## src/inc/code_consts.svh

```systemverilog
// Constants for the clock output driver enable block.
`ifndef CODE_CONSTS_SVH
`define CODE_CONSTS_SVH
`define CODE_OFS_CTRL 4'h0
`define CODE_OFS_CNFG 4'h1
`define CODE_OFS_STAT 4'h2
`define CODE_OFS_GRP 4'h3
`define CODE_CTRL_RESET 8'h06
`define CODE_CNFG_RESET 8'h00
`define CODE_BIT_PD 7
`define CODE_BIT_OEMODE 6
`define CODE_GRP_HI 5
`define CODE_GRP_LO 3
`define CODE_DST_HI 2
`define CODE_DST_LO 1
`define CODE_BIT_DIS 0
`define CODE_GRP_MAX 3'h4
`define CODE_GRP_NONE 3'h5
`define CODE_GRP_FREE 3'h7
`define CODE_DST_HL 2'h0
`define CODE_DST_LH 2'h1
`define CODE_DST_Z 2'h2
`define CODE_DST_LL 2'h3
`define CODE_TYPE_HCSL 2'h0
`define CODE_TYPE_CMOS 2'h3
`define CODE_STOP_NS 1000
`define CODE_CLK_NS 40
`define CODE_STOP_CYC ((`CODE_STOP_NS / `CODE_CLK_NS) - 1)
`endif

```

## src/inc/code_pkg.sv

```systemverilog
// Types shared by the clock output driver enable block.
package code_pkg;
    typedef struct packed {
        logic pd;
        logic async_oe;
        logic [2:0] group;
        logic [1:0] dis_state;
        logic dis;
    } code_ctrl_s;
    typedef struct packed {
        logic true_out;
        logic true_oe_n;
        logic comp_out;
        logic comp_oe_n;
    } code_pins_s;
    typedef enum logic [1:0] {CODE_RUN, CODE_STOP} code_state_e;
endpackage

```

## src/core/code_sync2.sv

```systemverilog
// Two-stage synchroniser for a level coming from outside the clock domain.
module code_sync2
(
    input wire logic clk,
    input wire logic resetn,
    input wire logic din,
    output logic dout
);
    logic stage1;

    // First stage feeds only the second stage.
    always_ff @(posedge clk or negedge resetn)
    begin
        if (!resetn)
        begin
            stage1 <= 1'b0;
            dout <= 1'b0;
        end
        else
        begin
            stage1 <= din;
            dout <= stage1;
        end
    end
endmodule

```

## src/core/code_driver_enable.sv

```systemverilog
// Enable, power and disabled-level control for one clock output driver.
// Functional notes
// - Power-down bit 7 set powers the driver down; clear keeps it powered.
// - Timing select 0: enable changes land one divider cycle later.
// - Timing select 1: enable changes apply at once, glitches possible.
// - Group codes 0 to 4 pick enable groups; code 5 means no group.
// - Group code 7 runs regardless of lock, global bit or global pin.
// - Disable bit still stops an output excluded from global enables.
// - Disabled level: 0 high/low, 1 low/high, 2 float, 3 low/low (high/low on LVDS types).
// - Disable bit 0 set turns off both drivers, or the single CMOS one.
// - Disable bit clear enables unless group, global, lock or power-down stop it.
// - Resynchronised free-running divider stops the output under 1 us.
// - Type 0 low-power HCSL, 1 and 2 LVDS, 3 single-ended CMOS.
`include "code_consts.svh"
module code_driver_enable
    import code_pkg::*;
(
    input wire logic clk,
    input wire logic resetn,
    input wire logic div_clk_en,
    input wire logic div_resync,
    input wire logic pll_locked,
    input wire logic global_oe_pin,
    input wire logic [4:0] group_oe,
    input wire logic [3:0] addr,
    input wire logic [7:0] wdata,
    input wire logic wr,
    input wire logic rd,
    output logic [7:0] rdata,
    output logic driver_power_down,
    output logic true_output_pin,
    output logic true_output_oe_n,
    output logic complement_output_pin,
    output logic complement_output_oe_n,
    output logic [1:0] driver_type
);
    code_ctrl_s ctrl;
    logic [7:0] cnfg;
    logic goe_pin_s;
    logic locked_s;
    logic raw_en;
    logic sync_en;
    logic eff_en;
    logic [4:0] stop_cnt;
    code_state_e state;
    code_pins_s next_pins;

    //------------------------------------------------------------
    // Input synchronisers
    //------------------------------------------------------------
    // Pins and the lock flag come from other domains.
    code_sync2 u_goe
    (
        .clk(clk),
        .resetn(resetn),
        .din(global_oe_pin),
        .dout(goe_pin_s)
    );
    code_sync2 u_lock
    (
        .clk(clk),
        .resetn(resetn),
        .din(pll_locked),
        .dout(locked_s)
    );

    //------------------------------------------------------------
    // Registers
    //------------------------------------------------------------
    // Group select: codes above four carry no group enable.
    function automatic logic group_on(input logic [2:0] g,
                                      input logic [4:0] oe);
        if (g <= `CODE_GRP_MAX)
            group_on = oe[g];
        else
            group_on = 1'b1;
    endfunction

    // Control register; cnfg bit 0 is the global enable bit, 2:1 the type.
    always_ff @(posedge clk or negedge resetn)
    begin
        if (!resetn)
        begin
            ctrl <= `CODE_CTRL_RESET;
            cnfg <= `CODE_CNFG_RESET;
        end
        else if (wr)
        begin
            if (addr == `CODE_OFS_CTRL)
                ctrl <= wdata;
            else if (addr == `CODE_OFS_CNFG)
                cnfg <= {5'h00, wdata[2:0]};
        end
    end

    // Read port answers one cycle later; unmapped reads return zero.
    always_ff @(posedge clk or negedge resetn)
    begin
        if (!resetn)
            rdata <= 8'h00;
        else if (rd)
        begin
            unique case (addr)
                `CODE_OFS_CTRL: rdata <= ctrl;
                `CODE_OFS_CNFG: rdata <= cnfg;
                `CODE_OFS_STAT: rdata <= {5'h00, state == CODE_STOP,
                                          sync_en, eff_en};
                `CODE_OFS_GRP: rdata <= {3'h0, group_oe};
                default: rdata <= 8'h00;
            endcase
        end
        else
            rdata <= 8'h00;
    end

    //------------------------------------------------------------
    // Enable logic
    //------------------------------------------------------------
    // Free-running outputs ignore lock and both global enables.
    always_comb
    begin
        if (ctrl.group == `CODE_GRP_FREE)
            raw_en = !ctrl.pd && !ctrl.dis;
        else
            raw_en = !ctrl.pd && !ctrl.dis && locked_s
                     && cnfg[0] && goe_pin_s
                     && group_on(ctrl.group, group_oe);
    end

    // Synchronous mode samples the enable on a divider tick.
    always_ff @(posedge clk or negedge resetn)
    begin
        if (!resetn)
            sync_en <= 1'b0;
        else if (div_clk_en)
            sync_en <= raw_en;
    end

    // Asynchronous mode bypasses the tick; runt pulses are accepted.
    assign eff_en = (ctrl.async_oe ? raw_en : sync_en)
                    && !ctrl.pd && state == CODE_RUN;

    //------------------------------------------------------------
    // Resync stop
    //------------------------------------------------------------
    // A resync pauses the output for a bounded time, under one microsecond.
    always_ff @(posedge clk or negedge resetn)
    begin
        if (!resetn)
        begin
            state <= CODE_RUN;
            stop_cnt <= 5'h00;
        end
        else
        begin
            unique case (state)
                CODE_RUN:
                    if (div_resync)
                    begin
                        state <= CODE_STOP;
                        stop_cnt <= 5'(`CODE_STOP_CYC - 1);
                    end
                CODE_STOP:
                    if (stop_cnt == 5'h00)
                        state <= CODE_RUN;
                    else
                        stop_cnt <= stop_cnt - 5'h01;
                default: state <= CODE_RUN;
            endcase
        end
    end

    //------------------------------------------------------------
    // Pin levels
    //------------------------------------------------------------
    // Running: toggle on divider ticks; disabled: hold the chosen level.
    always_comb
    begin
        next_pins = '0;
        if (eff_en)
        begin
            next_pins.true_out = div_clk_en ? !true_output_pin
                                            : true_output_pin;
            next_pins.comp_out = !next_pins.true_out;
            if (cnfg[2:1] == `CODE_TYPE_CMOS)
                next_pins.comp_oe_n = 1'b1;
        end
        else
        begin
            unique case (ctrl.dis_state)
                `CODE_DST_HL: next_pins.true_out = 1'b1;
                `CODE_DST_LH: next_pins.comp_out = 1'b1;
                `CODE_DST_Z:
                begin
                    next_pins.true_oe_n = 1'b1;
                    next_pins.comp_oe_n = 1'b1;
                end
                `CODE_DST_LL:
                    // LVDS types cannot hold low/low and hold high/low.
                    next_pins.true_out = cnfg[2:1] != `CODE_TYPE_HCSL
                        && cnfg[2:1] != `CODE_TYPE_CMOS;
            endcase
        end
    end

    // All pin outputs come straight from flip-flops.
    always_ff @(posedge clk or negedge resetn)
    begin
        if (!resetn)
        begin
            true_output_pin <= 1'b0;
            complement_output_pin <= 1'b0;
            true_output_oe_n <= 1'b0;
            complement_output_oe_n <= 1'b0;
            driver_power_down <= 1'b0;
            driver_type <= `CODE_TYPE_HCSL;
        end
        else
        begin
            true_output_pin <= next_pins.true_out;
            complement_output_pin <= next_pins.comp_out;
            true_output_oe_n <= next_pins.true_oe_n;
            complement_output_oe_n <= next_pins.comp_oe_n;
            driver_power_down <= ctrl.pd;
            driver_type <= cnfg[2:1];
        end
    end

    //------------------------------------------------------------
    // Checks
    //------------------------------------------------------------
    a_pd_follows: assert property (@(posedge clk) disable iff (!resetn)
        $changed(ctrl.pd) |=> driver_power_down == $past(ctrl.pd))
        else $error("Power-down pin did not follow its bit.");
    a_sync_tick: assert property (@(posedge clk) disable iff (!resetn)
        !div_clk_en |=> $stable(sync_en))
        else $error("Synchronous enable moved without a divider tick.");
    a_async_now: assert property (@(posedge clk) disable iff (!resetn)
        ctrl.async_oe && state == CODE_RUN |-> eff_en == raw_en)
        else $error("Asynchronous enable did not track at once.");
    a_group_gate: assert property (@(posedge clk) disable iff (!resetn)
        ctrl.group <= `CODE_GRP_MAX && !group_oe[ctrl.group] |-> !raw_en)
        else $error("Disabled group left the output enabled.");
    a_free_run: assert property (@(posedge clk) disable iff (!resetn)
        ctrl.group == `CODE_GRP_FREE && !ctrl.pd && !ctrl.dis |-> raw_en)
        else $error("Free-running output was gated.");
    // In synchronous mode the disable only lands on the next divider tick.
    a_dis_wins: assert property (@(posedge clk) disable iff (!resetn)
        ctrl.dis |-> !raw_en && (!ctrl.async_oe || !eff_en))
        else $error("Disable bit did not stop the output.");
    a_dis_tick: assert property (@(posedge clk) disable iff (!resetn)
        ctrl.dis && div_clk_en |=> !sync_en)
        else $error("Disable was not taken on the divider tick.");
    a_hiz_hold: assert property (@(posedge clk) disable iff (!resetn)
        !eff_en && ctrl.dis_state == `CODE_DST_Z |=> true_output_oe_n
        && complement_output_oe_n)
        else $error("Float state not driven to high impedance.");
    a_stop_bound: assert property (@(posedge clk) disable iff (!resetn)
        state == CODE_RUN && div_resync |=> ##[0:24] state == CODE_RUN)
        else $error("Resync stop lasted a microsecond or more.");
endmodule

```

## config.mk

```make
export PLATFORM = sky130hd
export DESIGN_NAME = code_driver_enable
export DESIGN_NICKNAME = d
export VERILOG_FILES = /design/src/inc/code_pkg.sv /design/src/core/code_sync2.sv /design/src/core/code_driver_enable.sv
export VERILOG_INCLUDE_DIRS = /design/src /design/src/inc
export SDC_FILE = /design/constraint.sdc
export NUM_CORES = 1
export LEC_CHECK = 0
export BUFFER_PORTS_ARGS = -buffer_cell sky130_fd_sc_hd__clkbuf_2
export CAP_MARGIN = 20
export CORE_MARGIN = 2
export CORE_UTILIZATION = 45
export CTS_BUF_LIST = sky130_fd_sc_hd__clkbuf_4
export CTS_CLUSTER_DIAMETER = 200
export DETAILED_ROUTE_END_ITERATION = 6
export GPL_TIMING_DRIVEN = 0
export PLACE_DENSITY = 0.75
export SYNTH_ARGS = -nofsm -noshare
export SYNTH_HDL_FRONTEND = slang
export SYNTH_SLANG_ARGS = --single-unit
```

## constraint.sdc

```tcl
create_clock -name clk -period 2.17 [get_ports clk]
set_input_delay 0.217 -clock clk [delete_from_list [all_inputs] [get_ports clk]]
set_output_delay 0.217 -clock clk [all_outputs]
set_load 0.01 [all_outputs]
```

After elaboration in Yosys (flattened, before gate mapping)
Index checks and enable logic that the tools add are counted.
{ "op_classes": {"muxes": 22, "eq_ne": 13, "n_reduce_logical": 22, "add_sub_neg": 1, "magnitude_cmp": 2, "n_bitwise": 1} }
{ "op_table": {"columns": ["operator", "n"], "rows": [
  ["$pmux W8 S4", 1],
  ["$mux W1", 11],
  ["$mux W5", 2],
  ["$pmux W5 S2", 1],
  ["$eq A4 B2 Y1 const B", 2],
  ["$logic_and A1 B1 Y1", 8],
  ["$mux W8", 1],
  ["$eq A2 B2 Y1 const B", 3],
  ["$mux W2", 3],
  ["$ne A2 B2 Y1 const B", 3],
  ["$reduce_and A3 Y1", 2],
  ["$logic_not A5 Y1", 1],
  ["$sub A5 B1 Y5 const B", 1],
  ["$eq A2 B1 Y1 const B", 2],
  ["$eq A4 B1 Y1 const B", 1],
  ["$logic_not A1 Y1", 4],
  ["$logic_not A2 Y1", 2],
  ["$logic_not A4 Y1", 1],
  ["$lt A3 B4 Y1 const B", 1],
  ["$pmux W2 S2", 1],
  ["$reduce_and A2 Y1", 2],
  ["$reduce_bool A2 Y1", 2],
  ["$bmux W1 S3", 1],
  ["$eq A3 B3 Y1 const B", 1],
  ["other kinds (4)", 4]
]} }
{ "word_totals": {"output_inout_bits": 15, "regBits": 38, "in_bits": 25, "word_cells": 81} }

Longest topological paths before layout
Gate-level depths: netlist of run 1.
{ "logic_depth": {"ltp_word": 12, "mapped_depth": 6, "depth_no_buf": 6} }

Cells and area by module
A second synthesis of run 1 with hierarchy kept.
{ "unflattened": {"cells_unflattened": 134, "area_unflattened_um2": 1706.6} }
{ "by_module_without_submodules": {"columns": ["mod", "seq_area_each_um2", "area_per_inst_um2", "cells_per_inst", "n_inst"], "rows": [
  ["code_driver_enable", 828.3, 1606.5, 130, 1],
  ["code_sync2", 50.0, 50.0, 2, 2]
]} }

Worst setup path after synthesis of run 1
No wires, ideal clock.
{ "synth_timing": {"path_kind": "reg-to-reg", "from": "reg ctrl[4] in the netlist's numbering", "to": "reg complement_output_oe_n", "t_arrival_ps": 1603, "n_path_buf": 0, "setup_ps": 127, "t_required_ps": 2043, "slack_ps": 439, "path_stages_with_launch": 5, "synth_period_minus_slack_ps": 1731, "path_cell_list": "dfrtp_1 -> or4b_2 -> o2111ai_2 -> a211oi_2 -> mux2_1"} }
{ "synth_rtl": {"columns": ["item", "line_no", "text"], "rows": [
  ["start, declared", "code_driver_enable.sv:37", "code_ctrl_s ctrl;"],
  ["start signal, assigned", "code_driver_enable.sv:84", "ctrl <= `CODE_CTRL_RESET;"],
  ["start signal, assigned", "code_driver_enable.sv:90", "ctrl <= wdata;"],
  ["end signal, assigned", "code_driver_enable.sv:223", "complement_output_oe_n <= next_pins.comp_oe_n;"],
  ["end, declared", "code_driver_enable.sv:34", "output logic complement_output_oe_n,"]
]} }

==> out/results.tsv, run 1 <==
metric	value	unit
syn nets	156	
total die area	4140	sq um
Synth area leaders	dfrtp_1 (53%), mux2_2 (8.9%), ha_1 (5.3%)	
setup TNS	0	ps
Min-Delay Path Class	in2reg	
Die Span X	64.4	um
post-synthesis cell area	1640	sq um
critical-path maximum fanout	6	
via count	1178	
largest net degree at the start of global routing	38	
Final Skew	3.90	ps
Max Buffers Root-to-Sink	2	
MaxCap Viol Count	0	
most frequent cells in the layout	clkbuf_2 (37), dfrtp_1 (35), mux2_2 (13), nand2_1 (8)	
fraction of layout cells with a size suffix above 1	39.5	%
clock root buffer	clkbuf_4	
Setup CP Type	reg2reg	
fin area	1960	sq um
number of DRC markers in iteration 0	71	
Placed Area	1880	sq um
DRC Markers	0	
CTS buffer count	5	
GRT Total Usage	15.9	%
CTS sink count	37	
Clock Latency Late Sink	330	ps
GPL Wtd Cong	0.872	
post-synthesis sequential area ratio	56.6	%
std cell rows	21	
GRT Residual Overflow	0	
vias in the first global route	1108	
initial antenna violation count	0	
status	completed	
Mapped Cells	124	
diodes inserted	0	
first-pass GRT wire length	5000	um
Critical Path End Type	register	
H-tree depth	2	
CTS tree	yes	
# IOs	40	
Mean Syn Cell Area	13.2	sq um
Power Total	1.78	mW
post-CTS setup buffer count	0	
yosys warns	0	
Min Clock Period, post-route	1950	ps
type of origin of the critical path	register	
Unique masters post-synth	37	
antenna viol nets, final	0	
DP Wirelength	2330	um
Peak VDD IR	449	uV
Synth Register Bits	37	
Hold WS	111	ps
Core Util, Final	57.4	%
drt wl/cell	14.2	um
final hold viol count	0	
commonest non-fill, non-tap cell in the layout	clkbuf_2	
Vias/cell	5.40	
DP Worst Slack	248	ps
share of the synthesized area in the top cell type	53.4	%
Final WS setup	224	ps
final WL	3100	um
RSZ-0062 raised after global routing	no	
Final Slew Violations	0	
Core ar.	3420	sq um
Synth area leader	dfrtp_1	
DP Cell Count	207	
Crit path required time	2390	ps
maximum clock rate	514	MHz
relative slew slack	41.9	%
PwrDens	909	nW/um^2
P&R area growth vs syn	19.7	%
Least-Margin Pin Slew	871	ps
clock transition at the registers of the reported paths	100	ps
Die H	64.4	um
Post-Layout Cell Count	218	
Final #Nets	203	
port bufs	37	
Data arrival, critical path	2170	ps
fin crit share	89.7	%
P_leak	0.992	nW
initial core utilization	48.0	%
setup violators final	0	
First-pass DRT Iterations	4	
## sequential cells by signal (all words and copies together) (netlist names), 2 cells and up
register and count:
rdata 8, ctrl 8, driver_type 2, stop_cnt 5
cnfg 3
## cell type report
| type | instances | area, sq um |
|---|---|---|
| fill | 305 | 1450 |
| sequential | 37 | 928 |
| multi-input combinational | 78 | 677 |
| timing repair buffer | 40 | 215 |
| tap | 46 | 57.6 |
| clock buffer | 5 | 37.5 |
| inverter | 7 | 26.3 |
| clock inverter | 3 | 12.5 |
| buffer | 2 | 7.51 |
## worst paths after layout
| check | start | cells after the start | slack [ps] | end |
|---|---|---|---|---|
| max | ctrl[3] | 4 | 220 | complement_output_oe_n |
| min | wdata[3] | 2 | 110 | ctrl[3] |
| max reg2reg | ctrl[3] | 4 | 220 | complement_output_oe_n |
| min reg2reg | u_lock.stage1 | 0 | 360 | u_lock.dout |
| max in group asynchronous | resetn | 2 | 1110 | rdata[3] |
| min in group asynchronous | resetn | 2 | 520 | ctrl[7] |
## power by group
part | internal (mW) | switching, mW | total, mW
combinational | 0.249 | 0.230 | 0.479
clock | 0.117 | 0.210 | 0.328
sequential | 0.842 | 0.134 | 0.976
total | 1.21 | 0.575 | 1.78
## layer usage
metal / vias to the layer above / share of wire, % / routed length [um] / global-route usage (%)
li1: 536 / - / - / -
met1: 588 / 41 / 1260 / 18.5
met2: 50 / 51 / 1570 / 27.2
met3: 4 / 7.6 / 236 / 5.99
met4: 0 / 1.2 / 38 / 4.79
met5: - / 0 / 0 / 0
## kinds of logic after synthesis
family | count (synthesis) | synth area share (%)
DFF | 37 | 56.6
and+or+nand+nor | 36 | 12.3
AOI/OAI and AO/OA | 12 | 6.26
adders and majority gates | 7 | 5.34
xor gates and xnor gates | 4 | 2.14
muxes | 19 | 15.3
buffers and inverters | 9 | 2.06
## synthesized netlist by cell type, drive strengths merged
| cell | n |
|---|---|
| a211oi | 1 |
| a21o | 1 |
| a21oi | 3 |
| a22o | 1 |
| a22oi | 1 |
| a41o | 2 |
| and2 | 1 |
| and2b | 1 |
| and3 | 7 |
| clkbuf | 2 |
| dfrtp | 35 |
| dfstp | 2 |
| ha | 7 |
| inv | 7 |
| mux2 | 15 |
| mux2i | 1 |
| mux4 | 3 |
| nand2 | 8 |
| nand2b | 1 |
| nand3 | 4 |
| nand4 | 1 |
| nand4b | 1 |
| nor2 | 6 |
| nor2b | 1 |
| nor3 | 1 |
| nor3b | 1 |
| o2111ai | 1 |
| o211ai | 1 |
| o22ai | 1 |
| or3b | 1 |
| or4b | 2 |
| xnor2 | 1 |
| xor2 | 3 |
## critical path, cell delays in order (launching register included)
cell and delay (ps):
dfrtp_1 450, mux4_1 630, nor3b_1 290, a211oi_2 140, mux2_1 330
## repair_timing
action,in CTS,in global routing
hold buffers,3,0
hold endpoints to repair,13,0
gates resized for setup,0,0
Note: power is estimated with default switching activity, not from simulation.
==> run 2: changes to the inputs <==
--- a/config.mk
+++ b/config.mk
@@ -15,6 +15,7 @@
 export DETAILED_ROUTE_END_ITERATION = 6
 export GPL_TIMING_DRIVEN = 0
 export PLACE_DENSITY = 0.75
+export REMOVE_ABC_BUFFERS = 1
 export SYNTH_ARGS = -nofsm -noshare
 export SYNTH_HDL_FRONTEND = slang
 export SYNTH_SLANG_ARGS = --single-unit
==> out/results.tsv, run 2 (synthesized netlist as in run 1, its figures left out) <==
metric	value	unit	change
Largest regs	ctrl: 8 flops, rdata: 8 flops, stop_cnt: 5 flops		
met3 Track Usage GR	4.75	%	-1.2 points
Die H	64.4	um	unchanged
Data arrival, critical path	2130	ps	-40 ps
busiest layer in global routing	met2		
port bufs	39		+5.4%
Power Total	1.78	mW	about the same
first-pass GRT wire length	5270	um	+5.4%
Final WS setup	267	ps	+42.9 ps
DP Cell Count	207		unchanged
Vias/cell	5.39		-0.31%
Core ar.	3420	sq um	unchanged
initial antenna violation count	0		unchanged
fin crit share	87.7	%	-2.0 points
fillers	280		-8.2%
largest net degree at the start of global routing	38		unchanged
GRT Total Usage	17.3	%	+1.4 points
clock transition at the registers of the reported paths	110	ps	about the same
Setup CP Type	reg2reg		
GPL Wtd Cong	0.856		-1.8%
commonest non-fill, non-tap cell in the layout	clkbuf_2		
P_leak	0.997	nW	+0.51%
relative slew slack	41.5	%	-0.44 points
Clock Latency Late Sink	340	ps	about the same
DP Wirelength	2330	um	about the same
clock root buffer	clkbuf_4		
Post-Layout Cell Count	217		-0.46%
Final Skew	13.1	ps	+9.16 ps
total die area	4140	sq um	unchanged
antenna viol nets, final	0		unchanged
critical-path maximum fanout	6		unchanged
Crit path required time	2400	ps	about the same
CTS tree	yes		
PwrDens	908	nW/um^2	about the same
H-tree depth	2		unchanged
maximum clock rate	526	MHz	+2.3%
status	completed		
First-pass DRT Iterations	4		unchanged
RSZ-0062 raised after global routing	no		
MaxCap Viol Count	0		unchanged
initial core utilization	48.0	%	unchanged
GRT met1 Usage	19.6	%	+1.1 points
vias in the first global route	1175		+6.0%
Least-Margin Pin Slew	877	ps	+6.62 ps
met2 Use GR	28.8	%	+1.6 points
type of origin of the critical path	register		
Die Span X	64.4	um	unchanged
most frequent cells in the layout	clkbuf_2 (39), dfrtp_1 (35), mux2_2 (13), nand2_1 (8)		
Peak VDD IR	445	uV	-0.79%
setup TNS	0	ps	unchanged
number of DRC markers in iteration 0	83		+17%
fraction of layout cells with a size suffix above 1	40.9	%	+1.4 points
final hold viol count	0		unchanged
DRC Markers	0		unchanged
CTS buffer count	5		unchanged
GRT Residual Overflow	0		unchanged
final WL	3090	um	-0.26%
Final #Nets	203		unchanged
Min-Delay Path Class	in2reg		
std cell rows	21		unchanged
via count	1169		-0.76%
Final Slew Violations	0		unchanged
Critical Path End Type	register		
Post-CTS Resized	0		unchanged
Max Buffers Root-to-Sink	2		unchanged
P&R area growth vs syn	19.8	%	about the same
drt wl/cell	14.2	um	+0.20%
Min Clock Period, post-route	1900	ps	-42.9 ps
setup violators final	0		unchanged
DP Worst Slack	271	ps	+23.6 ps
diodes inserted	0		unchanged
CTS sink count	37		unchanged
# IOs	40		unchanged
==> run 2: path summary, 6_finish.rpt <==
| check | start | end | slack [ps] | cells past startpoint |
|---|---|---|---|---|
| max in group asynchronous | resetn | sync_en | 1090 | 2 |
| min | wdata[4] | ctrl[4] | 110 | 2 |
| max reg2reg | ctrl[3] | true_output_pin | 270 | 4 |
| max | ctrl[3] | true_output_pin | 270 | 4 |
| min in group asynchronous | resetn | rdata[2] | 520 | 2 |
| min reg2reg | u_lock.stage1 | u_lock.dout | 360 | 0 |
==> run 2: layout make-up <==
type | instances | area [sq um] | share of cell area, %
clock buffers | 6 | 45.0 | 2.29
clock inverters | 1 | 3.75 | 0.191
inverters | 7 | 26.3 | 1.34
multi-input cells | 78 | 677 | 34.5
flip-flops and latches | 37 | 928 | 47.3
well taps | 46 | 57.6 | 2.93
repair buffers | 42 | 225 | 11.5
==> run 2: power breakdown <==
part | internal, mW | switching (mW) | total, mW
logic | 0.248 | 0.227 | 0.475
clock network | 0.130 | 0.204 | 0.334
registers | 0.842 | 0.132 | 0.975
total | 1.22 | 0.563 | 1.78
==> run 2: what timing repair did <==
| item | 4_1_cts | 5_1_grt |
|---|---|---|
| hold buffers | 3 | 0 |
| endpoints found under the hold margin | 14 | 0 |
| buffers inserted | 0 | 0 |
==> run 2: per-layer routing <==
layer | wire length (um) | up-vias
met5 | 0 | -
met4 | 58 | 0
met3 | 227 | 5
met2 | 1580 | 45
met1 | 1220 | 585
li1 | - | 534
==> run 2: through the flow <==
stage | area [sq um] | hold WS, ps | util [%]
finish | 1960 | 111 | 57.5
CTS | 1960 | 91.8 | 57.5
detailed placement | 1880 | 327 | 55.2
global route | 1960 | 83.1 | 57.5
floorplan | 1630 | -78.6 | -
global placement | 1880 | 327 | 55.2
==> run 2: worst max-delay path, cell delays in order, from the launching register on <==
cell and delay (ps):
dfrtp_1 450, mux4_1 640, nor3b_1 250, a211oi_2 130, mux2_1 340
==> run 3: changes to the inputs <==
--- a/config.mk
+++ b/config.mk
@@ -6,15 +6,15 @@
 export SDC_FILE = /design/constraint.sdc
 export NUM_CORES = 1
 export LEC_CHECK = 0
-export BUFFER_PORTS_ARGS = -buffer_cell sky130_fd_sc_hd__clkbuf_2
 export CAP_MARGIN = 20
 export CORE_MARGIN = 2
 export CORE_UTILIZATION = 45
 export CTS_BUF_LIST = sky130_fd_sc_hd__clkbuf_4
 export CTS_CLUSTER_DIAMETER = 200
 export DETAILED_ROUTE_END_ITERATION = 6
+export DONT_BUFFER_PORTS = 1
 export GPL_TIMING_DRIVEN = 0
-export PLACE_DENSITY = 0.75
+export PLACE_DENSITY = 0.66
 export REMOVE_ABC_BUFFERS = 1
 export SYNTH_ARGS = -nofsm -noshare
 export SYNTH_HDL_FRONTEND = slang
==> out/results.tsv, run 3 (synthesized netlist as in run 1, its figures left out) <==
metric	value	unit	change
status	completed		
Peak VDD IR	564	uV	+27%
Setup CP Type	reg2reg		
Largest regs	ctrl: 8 flops, rdata: 8 flops, stop_cnt: 5 flops		
WL met1	1090	um	-11%
clock root buffer	clkbuf_4		
Min-Delay Path Class	in2reg		
H-tree depth	2		unchanged
DP Wirelength	2200	um	-5.7%
fillers	303		+8.2%
worst path cell trace	mux4_1 -> nor3b_1 -> a211oi_2 -> mux2_1		
P&R area growth vs syn	10.1	%	
clock transition at the registers of the reported paths	110	ps	about the same
First-pass DRT Iterations	4		unchanged
Die Span X	64.4	um	unchanged
Max Buffers Root-to-Sink	2		unchanged
CTS buffer count	5		unchanged
diodes inserted	0		unchanged
number of DRC markers in iteration 0	94		+13%
via count	1000		-14%
total die area	4140	sq um	unchanged
port bufs	0		-100%
RSZ-0062 raised after global routing	no		
final hold viol count	0		unchanged
Top Layer Used	met4		
CTS Hold Buffers Added	4		+1
commonest non-fill, non-tap cell in the layout	dfrtp_1		
Final WS setup	232	ps	-35.6 ps
Least-Margin Pin Slew	505	ps	-372 ps
PwrDens	961	nW/um^2	+5.8%
Final #Nets	166		-18%
Critical Path End Type	register		
Power Total	1.73	mW	-2.8%
Crit path required time	2390	ps	about the same
Multi-input gate area	677	sq um	unchanged
GRT Residual Overflow	0		unchanged
setup violators final	0		unchanged
met2 wire length	1470	um	-7.0%
final WL	2900	um	-6.3%
CP max-delay cell	mux4_1		
first-pass GRT wire length	4820	um	-8.5%
relative slew slack	66.3	%	+25 points
initial antenna violation count	0		unchanged
initial core utilization	48.0	%	unchanged
Data arrival, critical path	2150	ps	+20 ps
Min Clock Period, post-route	1940	ps	+35.6 ps
Vias/cell	5.52		+2.6%
# IOs	40		unchanged
largest net degree at the start of global routing	38		unchanged
GPL Wtd Cong	0.787		-8.0%
Worst path max stage delay	620	ps	-20 ps
antenna viol nets, final	0		unchanged
CTS tree	yes		
Core Util, Final	52.8	%	-4.7 points
GRT Total Usage	15.5	%	-1.9 points
register area	928	sq um	unchanged
vias in the first global route	1017		-13%
type of origin of the critical path	register		
fin crit share	89.3	%	+1.6 points
CTS sink count	37		unchanged
maximum clock rate	516	MHz	-1.8%
drt wl/cell	16.0	um	+12%
Post-CTS Resized	0		unchanged
Final Slew Violations	0		unchanged
Die H	64.4	um	unchanged
fraction of layout cells with a size suffix above 1	25.2	%	-16 points
Clock Latency Late Sink	330	ps	about the same
most frequent cells in the layout	dfrtp_1 (35), mux2_2 (13), nand2_1 (8), inv_1 (7), ha_1 (7)		
critical-path maximum fanout	6		unchanged
setup TNS	0	ps	unchanged
P_leak	0.849	nW	-15%
DP Worst Slack	259	ps	-12.5 ps
Final Skew	8.72	ps	-4.34 ps
std cell rows	21		unchanged
met3 routed WL	297	um	+31%
Core ar.	3420	sq um	unchanged
DRC Markers	0		unchanged
MaxCap Viol Count	0		unchanged
post-CTS setup buffer count	0		unchanged
[run 3: changes by cell type in the layout (fill, tap and decap cells not counted)]
| cell | previous run | this run |
|---|---|---|
| buf_12 | 0 | 1 |
| clkbuf_2 | 39 | 0 |
| clkinv_1 | 1 | 0 |
| clkinv_2 | 0 | 2 |
| dlygate4sd3_1 | 3 | 4 |
[run 3: final timing paths]
kind,from,to,slack (ps),depth (start not counted)
setup / recovery,ctrl[3],true_output_pin,230,4
hold / removal,addr[0],rdata[4],10,2
setup reg to reg,ctrl[3],true_output_pin,230,4
hold reg to reg,u_goe.stage1,u_goe.dout,360,0
max in group asynchronous,resetn,ctrl[2],1590,2
min in group asynchronous,resetn,rdata[4],330,2
[run 3: worst max-delay path, delay by kind of cell, from the launching register on]
kind               cells  cell delay (ps)
AOI/OAI and AO/OA      1              130
muxes                  2              960
DFF                    1              470
and+or+nand+nor        1              250
[run 3: final cells by class]
| class | instances | area share [%] |
|---|---|---|
| clock inverter | 2 | 0.555 |
| inverter | 7 | 1.46 |
| tap | 46 | 3.19 |
| timing repair buffer | 5 | 3.33 |
| multi-input combinational | 78 | 37.5 |
| clock buffer | 6 | 2.50 |
| sequential | 37 | 51.5 |
[run 3: power by group]
group          switching [mW]  leakage, nW  internal [mW]
sequential              0.157        0.458          0.843
clock                   0.207       0.0354          0.136
combinational           0.177        0.356          0.214
total                   0.541        0.849           1.19
[run 3: layer usage]
layer	global-route usage, %	vias up
met5	0	-
met4	4.79	0
met3	8.63	4
met2	25.4	39
met1	17.1	494
li1	-	463
[run 3: per-stage QoR]
stage,cells,area (sq um),hold slack [ps]
CTS,180,1790,0.895
detailed placement,168,1690,-77.8
finish,181,1800,13.5
floorplan,122,1630,-78.6
global route,181,1800,1.60
global placement,168,1690,-77.9
